--- config.mk ---
export PLATFORM = sky130hd
export DESIGN_NAME = cfs_core_regs
export DESIGN_NICKNAME = d
export VERILOG_FILES = /design/src/pkg/cfs_pkg.sv /design/src/cfs_core_regs.sv /design/src/cfs_irq_flags.sv /design/src/cfs_prog_counter.sv
export VERILOG_INCLUDE_DIRS = /design/src /design/src/pkg
export SDC_FILE = /design/constraint.sdc
export NUM_CORES = 1
export LEC_CHECK = 0
export BUFFER_PORTS_ARGS = -buffer_cell sky130_fd_sc_hd__buf_2
export CELL_PAD_IN_SITES_DETAIL_PLACEMENT = 1
export CELL_PAD_IN_SITES_GLOBAL_PLACEMENT = 1
export CORE_ASPECT_RATIO = 1.4
export CORE_UTILIZATION = 40
export DETAILED_ROUTE_END_ITERATION = 12
export GPL_ROUTABILITY_DRIVEN = 0
export PLACE_DENSITY = 0.88
export SYNTH_ARGS = -nofsm -noshare
export SYNTH_HDL_FRONTEND = slang
export SYNTH_SLANG_ARGS = --single-unit
--- constraint.sdc ---
create_clock -name sys_clk_i -period 4.7 [get_ports sys_clk_i]
set_input_delay 0.94 -clock sys_clk_i [delete_from_list [all_inputs] [get_ports sys_clk_i]]
set_output_delay 0.94 -clock sys_clk_i [all_outputs]
set_load 0.02 [all_outputs]
--- src/pkg/cfs_consts.svh ---
/*
 * Offsets, field positions, reset values and widths of the core flag,
 * power status and program counter register group.
 * Assumes an 8-bit register port with one byte per offset.
 */
`ifndef CFS_CONSTS_SVH
`define CFS_CONSTS_SVH

// Register offsets
`define CFS_OFS_PC_LOW 8'h02
`define CFS_OFS_PC_LATCH 8'h0a
`define CFS_OFS_PWR_STATUS 8'h0c
`define CFS_OFS_IRQ_FLAGS 8'h0d
`define CFS_OFS_RST_CAUSE 8'h0e

// Widths
`define CFS_ADDR_W 8
`define CFS_DATA_W 8
`define CFS_PC_W 13
`define CFS_LATCH_W 5
`define CFS_JUMP_W 11

// Peripheral flag bit positions and sticky flag count
`define CFS_IRQ_EEPROM 7
`define CFS_IRQ_CMP 6
`define CFS_IRQ_RX 5
`define CFS_IRQ_TX 4
`define CFS_IRQ_CAPCOMP 2
`define CFS_IRQ_TMR2 1
`define CFS_IRQ_TMR1 0
`define CFS_IRQ_STICKY_N 5

// Power status bit positions
`define CFS_PWR_OSC_SEL 3
`define CFS_PWR_POR 1
`define CFS_PWR_BROWNOUT 0

// Reset cause bit positions
`define CFS_CAUSE_WATCHDOG 0
`define CFS_CAUSE_PIN 1

// Reset values
`define CFS_OSC_SEL_RST 1'b1
`define CFS_POR_RST 1'b0
`define CFS_BROWNOUT_RST 1'b0
`define CFS_STICKY_RST 5'h00
`define CFS_PC_RST 13'h0000
`define CFS_LATCH_RST 5'h00
`define CFS_BYTE_RST 8'h00

`endif

--- src/pkg/cfs_pkg.sv ---
/*
 * Types shared by the core flag, power status and program counter group.
 * Assumes the constants header is on the include path.
 */
`include "cfs_consts.svh"

package cfs_pkg;

    // One register port request
    typedef struct packed {
        logic [`CFS_ADDR_W-1:0] addr;
        logic [`CFS_DATA_W-1:0] wdata;
        logic wr;
        logic rd;
    } cfs_bus_req_t;

    // Reset sources, one-cycle pulses from the reset controller
    typedef struct packed {
        logic power_on;
        logic brownout;
        logic ext_pin;
        logic watchdog;
    } cfs_reset_evt_t;

    // Sticky peripheral events, one-cycle pulses, msb first
    typedef struct packed {
        logic eeprom;
        logic comparator;
        logic capcomp;
        logic timer2;
        logic timer1;
    } cfs_periph_evt_t;

    // Branch request from instruction execution
    typedef struct packed {
        logic advance;
        logic jump;
        logic [`CFS_JUMP_W-1:0] target;
    } cfs_branch_t;

endpackage : cfs_pkg

--- src/cfs_core_regs.sv ---
/*
 * Core register group: peripheral interrupt flags, power and reset
 * status with oscillator select, reset cause flags and program counter.
 * Assumes a single-cycle register port on sys_clk_i, reset source pulses
 * and peripheral events from logic on sys_clk_i, and one asynchronous
 * power-on style reset on rstn_i.
 */
`timescale 1ns/10ps

module cfs_core_regs
    import cfs_pkg::*;
(
    // Clock and reset
    input wire logic sys_clk_i,
    input wire logic rstn_i,
    // Register port
    input wire logic [`CFS_ADDR_W-1:0] reg_addr_i,
    input wire logic [`CFS_DATA_W-1:0] reg_wdata_i,
    input wire logic reg_wr_i,
    input wire logic reg_rd_i,
    output logic [`CFS_DATA_W-1:0] reg_rdata_o,
    // Reset sources and configuration
    input wire cfs_reset_evt_t reset_evt_i,
    input wire logic brownout_detect_enable_i,
    input wire logic resistor_osc_mode_i,
    // Peripheral events
    input wire cfs_periph_evt_t periph_evt_i,
    input wire logic serial_rx_full_i,
    input wire logic serial_tx_empty_i,
    // Instruction flow
    input wire cfs_branch_t branch_i,
    // Outputs to the core
    output logic [`CFS_DATA_W-1:0] peripheral_irq_flags_o,
    output logic [`CFS_PC_W-1:0] pc_o,
    output logic osc_freq_select_o,
    output logic osc_ext_resistor_o
);

    cfs_bus_req_t req;

    logic wr_pc_low;
    logic wr_latch;
    logic wr_pwr;
    logic wr_flags;
    logic wr_cause;
    logic any_reset;

    logic osc_freq_select_ff;
    logic por_flag_ff;
    logic brownout_flag_ff;
    logic watchdog_cause_ff;
    logic pin_cause_ff;
    logic osc_ext_resistor_ff;
    logic [`CFS_DATA_W-1:0] reg_rdata_ff;
    logic [`CFS_DATA_W-1:0] nxt_rdata;
    logic [`CFS_DATA_W-1:0] pwr_status_val;
    logic [`CFS_DATA_W-1:0] cause_val;
    logic [`CFS_DATA_W-1:0] flags_val;
    logic [`CFS_PC_W-1:0] pc_val;
    logic [`CFS_LATCH_W-1:0] latch_val;

    assign req = '{addr: reg_addr_i, wdata: reg_wdata_i, wr: reg_wr_i, rd: reg_rd_i};

    // Write decode
    assign wr_pc_low = req.wr && (req.addr == `CFS_OFS_PC_LOW);
    assign wr_latch = req.wr && (req.addr == `CFS_OFS_PC_LATCH);
    assign wr_pwr = req.wr && (req.addr == `CFS_OFS_PWR_STATUS);
    assign wr_flags = req.wr && (req.addr == `CFS_OFS_IRQ_FLAGS);
    assign wr_cause = req.wr && (req.addr == `CFS_OFS_RST_CAUSE);

    assign any_reset = reset_evt_i.power_on | reset_evt_i.brownout |
                       reset_evt_i.ext_pin | reset_evt_i.watchdog;

    cfs_irq_flags u_irq_flags (
        .sys_clk_i (sys_clk_i),
        .rstn_i (rstn_i),
        .wr_i (wr_flags),
        .wdata_i (req.wdata),
        .evt_i (periph_evt_i),
        .rx_full_i (serial_rx_full_i),
        .tx_empty_i (serial_tx_empty_i),
        .flags_o (flags_val)
    );

    // Upper counter bits have no register address of their own
    cfs_prog_counter u_prog_counter (
        .sys_clk_i (sys_clk_i),
        .rstn_i (rstn_i),
        .clear_i (any_reset),
        .low_wr_i (wr_pc_low),
        .latch_wr_i (wr_latch),
        .wdata_i (req.wdata),
        .branch_i (branch_i),
        .pc_o (pc_val),
        .latch_o (latch_val)
    );

    // Oscillator select survives every reset but the asynchronous one
    always_ff @(posedge sys_clk_i or negedge rstn_i) begin
        if (!rstn_i) begin
            osc_freq_select_ff <= `CFS_OSC_SEL_RST;
        end else if (wr_pwr) begin
            osc_freq_select_ff <= req.wdata[`CFS_PWR_OSC_SEL];
        end
    end

    // Resistor frequency applies only in resistor oscillator mode
    always_ff @(posedge sys_clk_i or negedge rstn_i) begin
        if (!rstn_i) begin
            osc_ext_resistor_ff <= 1'b0;
        end else begin
            osc_ext_resistor_ff <= osc_freq_select_ff & resistor_osc_mode_i;
        end
    end

    // Hardware clear beats a software set in the same cycle
    always_ff @(posedge sys_clk_i or negedge rstn_i) begin
        if (!rstn_i) begin
            por_flag_ff <= `CFS_POR_RST;
        end else if (reset_evt_i.power_on) begin
            por_flag_ff <= 1'b0;
        end else if (wr_pwr) begin
            por_flag_ff <= req.wdata[`CFS_PWR_POR];
        end
    end

    // A power-on pulse leaves this flag alone: its value is then undefined
    // and software must set it; with the detector off it is not qualified
    always_ff @(posedge sys_clk_i or negedge rstn_i) begin
        if (!rstn_i) begin
            brownout_flag_ff <= `CFS_BROWNOUT_RST;
        end else if (reset_evt_i.brownout && brownout_detect_enable_i) begin
            brownout_flag_ff <= 1'b0;
        end else if (wr_pwr) begin
            brownout_flag_ff <= req.wdata[`CFS_PWR_BROWNOUT];
        end
    end

    // Pin and watchdog causes, sticky until software writes zero
    always_ff @(posedge sys_clk_i or negedge rstn_i) begin
        if (!rstn_i) begin
            watchdog_cause_ff <= 1'b0;
            pin_cause_ff <= 1'b0;
        end else begin
            if (reset_evt_i.watchdog) begin
                watchdog_cause_ff <= 1'b1;
            end else if (wr_cause) begin
                watchdog_cause_ff <= req.wdata[`CFS_CAUSE_WATCHDOG];
            end
            if (reset_evt_i.ext_pin) begin
                pin_cause_ff <= 1'b1;
            end else if (wr_cause) begin
                pin_cause_ff <= req.wdata[`CFS_CAUSE_PIN];
            end
        end
    end

    // Unimplemented status bits stay zero
    always_comb begin
        pwr_status_val = `CFS_BYTE_RST;
        pwr_status_val[`CFS_PWR_OSC_SEL] = osc_freq_select_ff;
        pwr_status_val[`CFS_PWR_POR] = por_flag_ff;
        pwr_status_val[`CFS_PWR_BROWNOUT] = brownout_flag_ff;
        cause_val = `CFS_BYTE_RST;
        cause_val[`CFS_CAUSE_WATCHDOG] = watchdog_cause_ff;
        cause_val[`CFS_CAUSE_PIN] = pin_cause_ff;
    end

    // Read mux; unmapped offsets and idle cycles read zero
    always_comb begin
        nxt_rdata = `CFS_BYTE_RST;
        if (req.rd) begin
            unique case (req.addr)
                `CFS_OFS_PC_LOW: nxt_rdata = pc_val[`CFS_DATA_W-1:0];
                `CFS_OFS_PC_LATCH: nxt_rdata = {3'h0, latch_val};
                `CFS_OFS_PWR_STATUS: nxt_rdata = pwr_status_val;
                `CFS_OFS_IRQ_FLAGS: nxt_rdata = flags_val;
                `CFS_OFS_RST_CAUSE: nxt_rdata = cause_val;
                default: nxt_rdata = `CFS_BYTE_RST;
            endcase
        end
    end

    always_ff @(posedge sys_clk_i or negedge rstn_i) begin
        if (!rstn_i) begin
            reg_rdata_ff <= `CFS_BYTE_RST;
        end else begin
            reg_rdata_ff <= nxt_rdata;
        end
    end

    assign reg_rdata_o = reg_rdata_ff;
    assign peripheral_irq_flags_o = flags_val;
    assign pc_o = pc_val;
    assign osc_freq_select_o = osc_freq_select_ff;
    assign osc_ext_resistor_o = osc_ext_resistor_ff;

endmodule : cfs_core_regs

--- src/cfs_irq_flags.sv ---
/*
 * Peripheral interrupt flag register: five sticky event flags and two
 * serial buffer levels.
 * Assumes event pulses and serial levels come from logic on sys_clk_i.
 */
`timescale 1ns/10ps

module cfs_irq_flags
    import cfs_pkg::*;
(
    // Clock and reset
    input wire logic sys_clk_i,
    input wire logic rstn_i,
    // Software write
    input wire logic wr_i,
    input wire logic [`CFS_DATA_W-1:0] wdata_i,
    // Events and levels
    input wire cfs_periph_evt_t evt_i,
    input wire logic rx_full_i,
    input wire logic tx_empty_i,
    // Register value
    output logic [`CFS_DATA_W-1:0] flags_o
);

    logic [`CFS_IRQ_STICKY_N-1:0] sticky_ff;
    logic [`CFS_IRQ_STICKY_N-1:0] evt_vec;
    logic [`CFS_IRQ_STICKY_N-1:0] wr_vec;
    logic serial_rx_full_flag_ff;
    logic serial_tx_empty_flag_ff;

    assign evt_vec = evt_i;
    assign wr_vec = {wdata_i[`CFS_IRQ_EEPROM], wdata_i[`CFS_IRQ_CMP],
                     wdata_i[`CFS_IRQ_CAPCOMP], wdata_i[`CFS_IRQ_TMR2],
                     wdata_i[`CFS_IRQ_TMR1]};

    // An event in the same cycle as a clearing write keeps the flag set
    genvar gi;
    generate
        for (gi = 0; gi < `CFS_IRQ_STICKY_N; gi++) begin : g_sticky
            always_ff @(posedge sys_clk_i or negedge rstn_i) begin
                if (!rstn_i) begin
                    sticky_ff[gi] <= 1'b0;
                end else if (evt_vec[gi]) begin
                    sticky_ff[gi] <= 1'b1;
                end else if (wr_i) begin
                    sticky_ff[gi] <= wr_vec[gi];
                end
            end
        end
    endgenerate

    // Serial flags mirror buffer state and ignore writes
    always_ff @(posedge sys_clk_i or negedge rstn_i) begin
        if (!rstn_i) begin
            serial_rx_full_flag_ff <= 1'b0;
            serial_tx_empty_flag_ff <= 1'b0;
        end else begin
            serial_rx_full_flag_ff <= rx_full_i;
            serial_tx_empty_flag_ff <= tx_empty_i;
        end
    end

    // Bit 3 reads zero
    assign flags_o = {sticky_ff[4], sticky_ff[3], serial_rx_full_flag_ff,
                      serial_tx_empty_flag_ff, 1'b0, sticky_ff[2],
                      sticky_ff[1], sticky_ff[0]};

endmodule : cfs_irq_flags

--- src/cfs_prog_counter.sv ---
/*
 * 13-bit program counter with its upper-bits latch.
 * Assumes all requests come from logic on sys_clk_i.
 */
`timescale 1ns/10ps

module cfs_prog_counter
    import cfs_pkg::*;
(
    // Clock and reset
    input wire logic sys_clk_i,
    input wire logic rstn_i,
    // Synchronous clear from any reset source
    input wire logic clear_i,
    // Software writes
    input wire logic low_wr_i,
    input wire logic latch_wr_i,
    input wire logic [`CFS_DATA_W-1:0] wdata_i,
    // Instruction flow
    input wire cfs_branch_t branch_i,
    // State
    output logic [`CFS_PC_W-1:0] pc_o,
    output logic [`CFS_LATCH_W-1:0] latch_o
);

    logic [`CFS_PC_W-1:0] pc_ff;
    logic [`CFS_PC_W-1:0] nxt_pc;
    logic [`CFS_LATCH_W-1:0] pc_high_latch_ff;

    // Latch is a plain store; it never moves the counter by itself
    always_ff @(posedge sys_clk_i or negedge rstn_i) begin
        if (!rstn_i) begin
            pc_high_latch_ff <= `CFS_LATCH_RST;
        end else if (latch_wr_i) begin
            pc_high_latch_ff <= wdata_i[`CFS_LATCH_W-1:0];
        end
    end

    // Priority: clear, low-byte write, jump, advance
    always_comb begin
        nxt_pc = pc_ff;
        if (clear_i) begin
            nxt_pc = `CFS_PC_RST;
        end else if (low_wr_i) begin
            nxt_pc = {pc_high_latch_ff, wdata_i};
        end else if (branch_i.jump) begin
            nxt_pc = {pc_high_latch_ff[4:3], branch_i.target};
        end else if (branch_i.advance) begin
            // Carries into the upper bits; only the add to the low byte does not
            nxt_pc = pc_ff + 13'h0001;
        end
    end

    always_ff @(posedge sys_clk_i or negedge rstn_i) begin
        if (!rstn_i) begin
            pc_ff <= `CFS_PC_RST;
        end else begin
            pc_ff <= nxt_pc;
        end
    end

    assign pc_o = pc_ff;
    assign latch_o = pc_high_latch_ff;

endmodule : cfs_prog_counter

; ---- Word-level counts from Yosys, hierarchy flattened
; Cells that the tools add are included.
[totals]
mem_bits_ro = 0
latch_bits = 0
ff_bits = 39
mem_bits_rw = 0
out_inout_bits = 31
n_memories = 0
[op_classes]
order_cmp = 0
shift = 0
mux = 24
div_mod_pow = 0
bitwise = 4
n_reduce_logical = 16
n_mul = 0
add_sub_neg = 1
n_eq_ne = 5
[op_table]
columns = operator, n
row1 = $mux 13, 4
row2 = $pmux 8 s5, 1
row3 = $eq 8x4->1 const B, 4
row4 = $mux 1, 18
row5 = $reduce_bool 2->1, 9
row6 = $add 13x1->13 const B, 1
row7 = $eq 8x2->1 const B, 1
row8 = $mux 8, 1
row9 = $logic_and 1x1->1, 6
row10 = $reduce_bool 4->1, 1
row11 = $or 1x1->1, 3
row12 = $and 1x1->1, 1

; ---- Depth between registers and ports, before layout
; Gate-level depths: netlist (run 1).
[logic_depth]
word_depth = 5
ltp_mapped = 7

; ---- Modules after synthesis
; Synthesis (run 1) repeated with hierarchy kept, for this count alone.
[unflattened]
hier_cells = 234
area_unflattened_um2 = 2284.7
[modules_own_cells]
columns = module, area_each_um2, seq_area_each_um2, instances, cells_each
row1 = cfs_prog_counter, 1227.4, 450.4, 1, 136
row2 = cfs_core_regs, 773.2, 351.6, 1, 76
row3 = cfs_irq_flags, 284.0, 175.2, 1, 22

; ---- Worst setup path after synthesis (run 1)
; OpenSTA, ideal clock, no wires.
[synth_timing]
path_kind = input -> register
start = in reg_addr_i[5]
end = reg u_prog_counter.pc_high_latch_ff[0], in the netlist u_prog_counter.latch_o[0]
setup_ps = 125
path_stages = 6
required_ps = 4575
path_slack_ps = 2162
arrival_ps = 2413
cell_sequence = or4_4 buf_6 nor3_4 and3_1 buf_2 mux2_2
[synth_via]
elab_chain_cells = 2
[synth_lines]
columns = item, line_no
row1 = start: declaration, cfs_core_regs.sv:17  ; input wire logic [`CFS_ADDR_W-1:0] reg_addr_i,
row2 = $eq 8x4->1, n/a
row3 = $logic_and 1x1->1, cfs_core_regs.sv:66  ; assign wr_latch = req.wr && (req.addr == `CFS_OFS_PC_LATCH);
row4 = end signal: assignment, cfs_prog_counter.sv:33  ; pc_high_latch_ff <= `CFS_LATCH_RST;
row5 = end signal: assignment, cfs_prog_counter.sv:35  ; pc_high_latch_ff <= wdata_i[`CFS_LATCH_W-1:0];
row6 = end: declaration, cfs_prog_counter.sv:28  ; logic [`CFS_LATCH_W-1:0] pc_high_latch_ff;
; No other way between the ends.
; A chain may end at the register's enable or synchronous reset.

; ---- Final worst setup path (run 1)
[layout_timing]
start = in reg_addr_i[5]
end = reg u_irq_flags.sticky_ff[0], in the netlist u_irq_flags.flags_o[0]
[layout_via]
elab_chain_cells = 3
[layout_lines]
columns = item, line_no
row1 = $eq 8x4->1, n/a
row2 = $logic_and 1x1->1, cfs_core_regs.sv:68  ; assign wr_flags = req.wr && (req.addr == `CFS_OFS_IRQ_FLAGS);
row3 = $reduce_bool 2->1 (no line), n/a
row4 = end signal: indexed assignment, cfs_irq_flags.sv:46  ; sticky_ff[gi] <= wr_vec[gi];
row5 = end: declaration, cfs_irq_flags.sv:25  ; logic [`CFS_IRQ_STICKY_N-1:0] sticky_ff;
; No other way between the ends.

==> impl_metrics.env, run 1 <==
export IMPL_run_status="completed"
export IMPL_area_growth_pct=22.66
export IMPL_path_max_fanout=11
export IMPL_drc=0
export IMPL_num_rows=31
export IMPL_cts_made_buffers=5
export IMPL_finClkSkew_ps=6.469
export IMPL_grt_overflow=0
export IMPL_synthTopCellsByCount="dfrtp_1 (38), nand2_1 (16), o21ai_0 (14)"
export IMPL_critPathSlowestCell="or4_4"
export IMPL_finalWirelength_mm=6.703
export IMPL_path_cells="buf_2 > or4_4 > nor4b_4 > and2_1 > a211o_1"
export IMPL_fmax_mhz=397.1
export IMPL_cpPeakStageDelay_ps=620
export IMPL_synth_cell_types=48
export IMPL_finalSetupTns_ps=0
export IMPL_synth_area_leaders="dfrtp_1 (43%), mux2_2 (6.2%), o21ai_0 (3.2%), a211o_1 (2.8%), nand3_1 (2.7%)"
export IMPL_syn_area_per_cell_um2=10.06
export IMPL_vias=2034
export IMPL_rrSetupSlack_ps=2860
export IMPL_die_w_um=64.57
export IMPL_clk_pin_slew_ps=70
export IMPL_rsz0062_at_grt="no"
export IMPL_yosysSeqAreaShare_pct=44.58
export IMPL_ys_ff_latch=39
export IMPL_ys_warn_count=0
export IMPL_postCtsSetupBuffers=0
export IMPL_crit_family="simple AND/OR/NAND/NOR gates"
export IMPL_synth_xor_area_share_pct=2.797
export IMPL_leakagePower_nw=1.233
export IMPL_grt_pass1_wl_mm=10.80
export IMPL_r2r_start="u_prog_counter.pc_o[0]"
export IMPL_whs_ps=540.6
export IMPL_ir_worst_vdd_mv=0.1621
export IMPL_fin_crit_sh_pct=53.58
export IMPL_critPathLaunchType="primary input"
export IMPL_numPortBuffers=75
export IMPL_via_per_inst=5.762
export IMPL_criticalPathCategory="primary input to flip-flop"
export IMPL_cts_max_level=2
export IMPL_cts_hold_buffers=0
export IMPL_path_buf_inv=1
export IMPL_critPathArrivalTime_ps=2750
export IMPL_post_route_min_period_ps=2518
export IMPL_num_antenna_cells=0
export IMPL_root_buffer="clkbuf_8"
export IMPL_hold_violations=0
export IMPL_dp_hpwl_mm=5.033
export IMPL_postSynthCellCount=218
export IMPL_whs_endpoint="u_prog_counter.latch_o[4]"
export IMPL_synth_edf_count=0
export IMPL_powerDensity_nw_per_um2=264.6
export IMPL_cp_required_ps=4930
export IMPL_first_pass_iters=4
export IMPL_syn_cell_area_um2=2192
export IMPL_hold_path_class="flip-flop to flip-flop"
export IMPL_initial_core_util_pct=41.86
export IMPL_cts_resized=0
export IMPL_synth_compound_area_share_pct=16.61
export IMPL_yosysTopAreaCellShare_pct=43.38
export IMPL_wl_per_cell_um=18.99
export IMPL_cp_depth=5
export IMPL_grt_max_degree=40
export IMPL_grt_pass1_vias=2097
export IMPL_slew_viol_final=0
export IMPL_r2r_cells=5
export IMPL_placed_cell_area_um2=2571
export IMPL_design_area_um2=2689
export IMPL_drtAntennaViolNets=0
export IMPL_dr_first_iter_drc_count=95
export IMPL_die_h_um=89.59
export IMPL_holdCritStartpoint="u_prog_counter.latch_o[4]"
export IMPL_end_kind="flip-flop"
export IMPL_synth_fa_ha_area_share_pct=0.5708
export IMPL_async_reset_ff_share_pct=100.0
export IMPL_io_pins=77
export IMPL_drive_above_1_share_pct=35.89
export IMPL_clockBufferDepth=2
export IMPL_antenna_found_initial=0
export IMPL_fin_util_pct=51.35
export IMPL_synthFlopType="dfrtp_1"
export IMPL_synth_top_family_by_area="simple AND/OR/NAND/NOR gates"
export IMPL_yosys_area_top_type="dfrtp_1"
export IMPL_syn_nets=265
export IMPL_fin_nets=333
export IMPL_synth_mux_area_share_pct=7.991
export IMPL_cap_viol_max_count=0
export IMPL_die_area_um2=5784
export IMPL_tightestPinTransition_ps=888.2
export IMPL_r2r_end="u_prog_counter.pc_o[6]"
export IMPL_coreArea_um2=5236
export IMPL_synth_simple_area_share_pct=22.83
export IMPL_synth_most_common_cell="dfrtp_1"
export IMPL_tritoncts="yes"
export IMPL_clock_sinks=39
export IMPL_grt_use_total_pct=25.23
export IMPL_hold_depth=1
export IMPL_clk_latency_ps=290
export IMPL_finalSetupViolCount=0
export IMPL_max_slew_margin_pct=40.79
cell usage in the layout, fill, tap and decap left out, types with 4 or more instances in the layout:
| cell type | instances |
|---|---|
| a22oi_1 | 7 |
| nand2_1 | 16 |
| nand2b_1 | 5 |
| clkbuf_8 | 6 |
| buf_2 | 75 |
| xnor2_1 | 4 |
| a211o_1 | 7 |
| a21boi_1 | 5 |
| dfrtp_1 | 38 |
| nor4_1 | 4 |
| a21oi_1 | 7 |
| nor2_1 | 11 |
| o21ai_0 | 14 |
| nor2b_1 | 5 |
| mux2i_1 | 4 |
| and3_1 | 4 |
| nand3_1 | 12 |
| nor3_1 | 5 |
| mux2_2 | 12 |
| o41ai_1 | 4 |
| nand4_1 | 4 |
layer usage:
metal	up-vias	track usage [%]	part of all wire (%)
met4	0	11.72	3.3
met2	63	46.22	54
li1	946	-	-
met5	-	0	0
met1	1007	28.73	38
met3	18	4.040	4.0
worst reg2reg max path, stage by stage, from the launching register on:
cell and delay [ps]:
dfrtp_1 480, ha_1 220, and4_1 390, a31o_2 200
a21oi_1 70, o41ai_1 360
cell type report:
cell class              instances  area, um2
flip-flops and latches         39      977.2
clock inverters                 2      35.03
fillers                       638       2547
multi-input cells             161       1117
clock buffers                   6      82.58
inverters                       3      11.26
repair buffers                 76      382.9
well taps                      66      82.58
how the worst max path moves through the flow:
stage	end	from
3_5_place_dp	u_irq_flags.flags_o[7]	reg_addr_i[5]
3_3_place_gp	u_irq_flags.flags_o[1]	reg_addr_i[5]
2_1_floorplan	u_prog_counter.latch_o[0]	reg_addr_i[5]
5_1_grt	u_prog_counter.pc_o[8]	reg_addr_i[5]
6_report	u_irq_flags.flags_o[0]	reg_addr_i[5]
4_1_cts	u_irq_flags.flags_o[7]	reg_addr_i[5]
registers in the layout, indices dropped and copies added, names as in the netlist, 5 cells and up:
signal / cells
u_prog_counter.pc_o: 13
reg_rdata_o: 8
u_irq_flags.flags_o: 5
u_prog_counter.latch_o: 5
cells by family after synthesis:
kind of cell,after synthesis
AO/OA/AOI/OAI,53
flip-flops,39
adder cells (fa/ha/maj),1
multiplexers,16
buffers and inverters,18
XOR/XNOR,7
AND/OR/NAND/NOR,83
other,1
where the power goes:
part           leakage [nW]  internal, mW  switching, mW  total (mW)
registers             0.498         0.341        0.00517       0.346
logic                 0.674        0.0296         0.0460      0.0756
clock network        0.0612         0.172          0.118       0.290
total                  1.23         0.542          0.169       0.711
stage by stage:
| step | power, mW | instances | worst slack, ps |
|---|---|---|---|
| after floorplan | 0.3856 | 218 | 2162 |
| after global placement | 0.4257 | 345 | 1963 |
| after detailed placement | 0.4277 | 345 | 1883 |
| after CTS | 0.7184 | 353 | 2197 |
| after global routing | 0.7386 | 353 | 2017 |
| final | 0.7114 | 353 | 2182 |
No activity file was read; power rests on OpenSTA's default activity.
==> inputs of run 2 (changes only) <==
--- a/config.mk
+++ b/config.mk
@@ -10,10 +10,10 @@
 export CELL_PAD_IN_SITES_DETAIL_PLACEMENT = 1
 export CELL_PAD_IN_SITES_GLOBAL_PLACEMENT = 1
 export CORE_ASPECT_RATIO = 1.4
-export CORE_UTILIZATION = 40
+export CORE_UTILIZATION = 37
 export DETAILED_ROUTE_END_ITERATION = 12
 export GPL_ROUTABILITY_DRIVEN = 0
-export PLACE_DENSITY = 0.88
+export PLACE_DENSITY = 0.82
 export SYNTH_ARGS = -nofsm -noshare
 export SYNTH_HDL_FRONTEND = slang
 export SYNTH_SLANG_ARGS = --single-unit
==> constraint.sdc (replaced) <==
create_clock -name sys_clk_i -period 2.55 [get_ports sys_clk_i]
set_input_delay 0.51 -clock sys_clk_i [delete_from_list [all_inputs] [get_ports sys_clk_i]]
set_output_delay 0.51 -clock sys_clk_i [all_outputs]
set_load 0.02 [all_outputs]
==> run 2 against run 1 <==
  * Critical endpoint is now u_prog_counter.latch_o[4]
  * Non-clock buffer count is 4 higher
  * Critical path depth unchanged
  * Largest power group unchanged
  * Largest cell class unchanged
  * Combinational power is 84% higher
  * Clock power rose by 58%
  * Highest routed layer unchanged
  * Power increased by 74%
==> impl_metrics.env, run 2 (same netlist as run 1, synthesis figures left out) <==
export IMPL_run_status="completed"
export IMPL_post_place_ws_ps=236.0
export IMPL_die_h_um=93.08
export IMPL_numPortBuffers=75
export IMPL_io_pins=77
export IMPL_grt_max_degree=40
export IMPL_drtAntennaViolNets=0
export IMPL_drc=0
export IMPL_criticalPathCategory="primary input to flip-flop"
export IMPL_fin_util_pct=48.24
export IMPL_critPathLaunchType="primary input"
export IMPL_num_antenna_cells=0
export IMPL_tightestPinTransition_ps=903.5
export IMPL_final_common_cell="buf_2"
export IMPL_fin_crit_sh_pct=79.17
export IMPL_wl_per_cell_um=19.09
export IMPL_design_area_um2=2704
export IMPL_hold_path_class="primary input to flip-flop"
export IMPL_hold_violations=0
export IMPL_grt_pass1_wl_mm=10.76
export IMPL_cts_made_buffers=5
export IMPL_die_area_um2=6241
export IMPL_cp_required_ps=2730
export IMPL_dr_first_iter_drc_count=115
export IMPL_clk_pin_slew_ps=70
export IMPL_area_growth_pct=23.34
export IMPL_coreArea_um2=5605
export IMPL_fin_nets=337
export IMPL_rsz0062_at_grt="no"
export IMPL_antenna_found_initial=0
export IMPL_root_buffer="clkbuf_8"
export IMPL_dp_hpwl_mm=5.269
export IMPL_grt_use_total_pct=23.31
export IMPL_leakagePower_nw=1.245
export IMPL_finClkSkew_ps=3.034
export IMPL_end_kind="flip-flop"
export IMPL_largest_reg_flops=13
export IMPL_placed_cell_area_um2=2604
export IMPL_grt_overflow=0
export IMPL_drive_above_1_share_pct=36.43
export IMPL_powerDensity_nw_per_um2=456.5
export IMPL_postCtsSetupBuffers=0
export IMPL_finalSetupViolCount=0
export IMPL_initial_core_util_pct=39.11
export IMPL_ir_worst_vdd_mv=0.2511
export IMPL_tritoncts="yes"
export IMPL_post_route_min_period_ps=2019
export IMPL_path_max_fanout=6
export IMPL_grt_pass1_vias=2127
export IMPL_worst_slack_ps=531.1
export IMPL_slew_viol_final=0
export IMPL_clk_latency_ps=290
export IMPL_cts_max_level=2
export IMPL_finalWirelength_mm=6.855
export IMPL_critPathArrivalTime_ps=2200
export IMPL_cap_viol_max_count=0
export IMPL_fmax_mhz=495.3
export IMPL_via_per_inst=5.721
export IMPL_first_pass_iters=6
export IMPL_r2r_cells=5
export IMPL_cts_resized=0
export IMPL_cts_hold_buffers=0
export IMPL_max_slew_margin_pct=39.77
export IMPL_finalSetupTns_ps=0
export IMPL_vias=2054
export IMPL_clock_sinks=39
export IMPL_clockBufferDepth=2
export IMPL_num_rows=32
export IMPL_final_cell_mix="buf_2 (75), dfrtp_1 (38), nand2_1 (16)"
export IMPL_whs_ps=324.4
export IMPL_hold_depth=1
export IMPL_die_w_um=67.05
==> run 2: cell types whose count changed in the layout (fill, tap and decap cells not counted), sizes merged <==
cell | before | now
clkbuf | 6 | 8
bufinv | 1 | 0
buf | 76 | 80
clkinv | 1 | 0
==> run 2: area by class of cell <==
cell class,instances,area (um2)
inverter,3,11.26
clock buffer,8,100.1
sequential,39,977.2
timing repair buffer,80,412.9
tap,68,85.08
multi-input combinational,161,1117
fill,670,2902
==> run 2: metrics by stage <==
step / std cells / power [mW]
2_1_floorplan: 218 / 0.7106
3_3_place_gp: 351 / 0.7857
3_5_place_dp: 351 / 0.7886
4_1_cts: 359 / 1.246
5_1_grt: 359 / 1.278
6_report: 359 / 1.234
==> run 2: per-layer routing <==
layer,vias to the layer above,wire (um),global-route usage [%]
met1,1026,2587,25.52
li1,949,-,-
met4,0,206,9.929
met5,-,0,0
met3,16,186,2.805
met2,63,3874,43.25
==> run 2: final timing paths <==
path,start,endpoint,slack (ps)
setup / recovery,reg_addr_i[5],u_prog_counter.latch_o[4],530
hold / removal,serial_tx_empty_i,u_irq_flags.serial_tx_empty_flag_ff,320
setup reg to reg,u_prog_counter.pc_o[1],u_prog_counter.pc_o[6],820
hold reg to reg,u_prog_counter.latch_o[0],u_prog_counter.latch_o[0],540
max in group asynchronous,rstn_i,reg_rdata_o[1],1640
min in group asynchronous,rstn_i,osc_ext_resistor_o,340
==> run 2: report_power, final <==
| part | switching (mW) | leakage, nW | internal [mW] | total (mW) |
|---|---|---|---|---|
| registers | 0.00983 | 0.498 | 0.628 | 0.638 |
| clock network | 0.211 | 0.0515 | 0.247 | 0.458 |
| logic | 0.0833 | 0.696 | 0.0552 | 0.139 |
==> run 2: critical path: stages <==
cell and delay [ps]:
buf_2 110, or4_4 620, nor3_4 260, and3_1 330, mux2_2 360
==> inputs of run 3 (changes only) <==
==> constraint.sdc (replaced) <==
create_clock -name sys_clk_i -period 1.9 [get_ports sys_clk_i]
set_input_delay 0.38 -clock sys_clk_i [delete_from_list [all_inputs] [get_ports sys_clk_i]]
set_output_delay 0.38 -clock sys_clk_i [all_outputs]
set_load 0.02 [all_outputs]
==> run 3 against run 2 <==
  * Setup slack lost 380 ps
  * Highest routed layer unchanged
  * First-iteration DRC count down 16%
  * Flip-flop and latch count stayed put
  * Critical path depth grew 1
  * Largest cell class unchanged
  * Critical path type unchanged
  * Critical endpoint is now u_irq_flags.flags_o[1]
==> impl_metrics.env, run 3 (same netlist as run 1, synthesis figures left out) <==
export IMPL_run_status="completed"
export IMPL_crit_family="simple AND/OR/NAND/NOR gates"
export IMPL_cp_required_ps=2140
export IMPL_hold_violations=0
export IMPL_final_common_cell="buf_2"
export IMPL_num_antenna_cells=0
export IMPL_grt_max_degree=40
export IMPL_io_pins=77
export IMPL_final_cell_mix="buf_2 (75), dfrtp_1 (38), nand2_1 (16)"
export IMPL_postCtsSetupBuffers=0
export IMPL_clk_pin_slew_ps=70
export IMPL_slew_viol_final=0
export IMPL_end_kind="flip-flop"
export IMPL_largest_reg_flops=13
export IMPL_r2r_start="u_prog_counter.pc_o[0]"
export IMPL_met2_usage_pct=41.67
export IMPL_cts_max_level=2
export IMPL_max_slew_margin_pct=65.89
export IMPL_first_pass_iters=6
export IMPL_cpPeakStageDelay_ps=610
export IMPL_leakagePower_nw=1.298
export IMPL_antenna_found_initial=0
export IMPL_finalSetupViolCount=0
export IMPL_area_growth_pct=26.14
export IMPL_grt_pass1_vias=2093
export IMPL_hold_path_class="primary input to async pin"
export IMPL_fin_crit_sh_pct=92.07
export IMPL_drive_above_1_share_pct=39.20
export IMPL_use_met1_pct=25.47
export IMPL_die_h_um=93.08
export IMPL_clk_latency_ps=300
export IMPL_drc=0
export IMPL_critPathSlowestCell="or4_4"
export IMPL_clock_sinks=39
export IMPL_fmax_mhz=571.6
export IMPL_grt_met3_usage_pct=2.561
export IMPL_p_total_mw=1.594
export IMPL_path_max_fanout=7
export IMPL_cap_viol_max_count=0
export IMPL_numPortBuffers=75
export IMPL_tritoncts="yes"
export IMPL_cts_resized=0
export IMPL_fin_nets=347
export IMPL_dr_first_iter_drc_count=97
export IMPL_clockBufferDepth=2
export IMPL_ir_worst_vdd_mv=0.3126
export IMPL_criticalPathCategory="primary input to flip-flop"
export IMPL_path_cells="buf_2 > or4_4 > nor4b_4 > buf_4 > and2_1 > a211o_1"
export IMPL_busiest_layer="met2"
export IMPL_die_area_um2=6241
export IMPL_cts_hold_buffers=0
export IMPL_critPathArrivalTime_ps=1980
export IMPL_finClkSkew_ps=8.446
export IMPL_wl_per_cell_um=17.79
export IMPL_via_per_inst=5.575
export IMPL_initial_core_util_pct=39.11
export IMPL_post_route_min_period_ps=1749
export IMPL_vias=2057
export IMPL_drtAntennaViolNets=0
export IMPL_path_buf_inv=2
export IMPL_rsz0062_at_grt="no"
export IMPL_coreArea_um2=5605
export IMPL_grt_overflow=0
export IMPL_powerDensity_nw_per_um2=576.5
export IMPL_die_w_um=67.05
export IMPL_critPathLaunchType="primary input"
export IMPL_design_area_um2=2765
export IMPL_tightestPinTransition_ps=511.6
export IMPL_cts_made_buffers=5
export IMPL_r2r_end="u_prog_counter.pc_o[6]"
export IMPL_grt_use_total_pct=22.64
export IMPL_num_rows=32
export IMPL_grt_pass1_wl_mm=10.41
export IMPL_root_buffer="clkbuf_8"
export IMPL_finalWirelength_mm=6.563
export IMPL_rrSetupSlack_ps=230
export IMPL_placed_cell_area_um2=2681
export IMPL_dp_hpwl_mm=5.095
export IMPL_r2r_cells=5
==> run 3: changes by cell type in the layout (fill, tap and decap cells not counted) <==
cell,before,now
clkbuf_8,7,5
buf_4,5,15
clkinv_2,0,3
clkbuf_1,1,0
and2_4,0,1
and2_1,3,2
==> run 3: power by group <==
part	internal (mW)	total, mW	switching (mW)
clock network	0.251	0.549	0.298
registers	0.843	0.855	0.0122
logic	0.0771	0.190	0.113
==> run 3: per-stage QoR <==
step	hold slack (ps)	worst slack (ps)	instances	utilization, %	TNS [ps]
after detailed placement	469.3	-172.3	361	47.83	-1912
after global routing	177.5	47.02	369	49.33	0
after floorplan	84.41	-59.59	218	-	-311.6
after global placement	457.9	-113.7	361	47.83	-1230
final	132.8	150.7	369	49.33	0
after CTS	146.8	138.6	369	49.33	0
==> run 3: area by class of cell <==
type | count | area [um2]
multi-input cells | 161 | 1120
inverters | 3 | 11.26
well taps | 68 | 85.08
clock buffers | 5 | 68.82
flip-flops and latches | 39 | 977.2
fillers | 688 | 2840
clock inverters | 3 | 15.01
repair buffers | 90 | 488.0
==> run 3: metal layers <==
metal / routed length (um) / share of wire [%]
met1: 2555 / 39
met2: 3704 / 56
met3: 157 / 2.4
met4: 146 / 2.2
met5: 0 / 0
==> run 3: worst reg2reg max path, stage by stage, from the launching register on <==
cell and delay (ps):
dfrtp_1 460, ha_1 200, and4_1 350, a31o_2 190
a21oi_1 60, o41ai_1 310
==> run 3: how the worst max path moves through the flow <==
| stage | cells past startpoint | start | to | slack [ps] |
|---|---|---|---|---|
| CTS | 6 | reg_addr_i[5] | u_irq_flags.flags_o[1] | 140 |
| floorplan | 6 | reg_addr_i[5] | u_prog_counter.latch_o[0] | -60 |
| global route | 6 | reg_addr_i[5] | u_irq_flags.flags_o[1] | 50 |
| finish | 6 | reg_addr_i[5] | u_irq_flags.flags_o[1] | 150 |
| global placement | 6 | reg_addr_i[5] | u_irq_flags.flags_o[6] | -110 |
| detailed placement | 6 | reg_addr_i[5] | u_irq_flags.flags_o[1] | -170 |
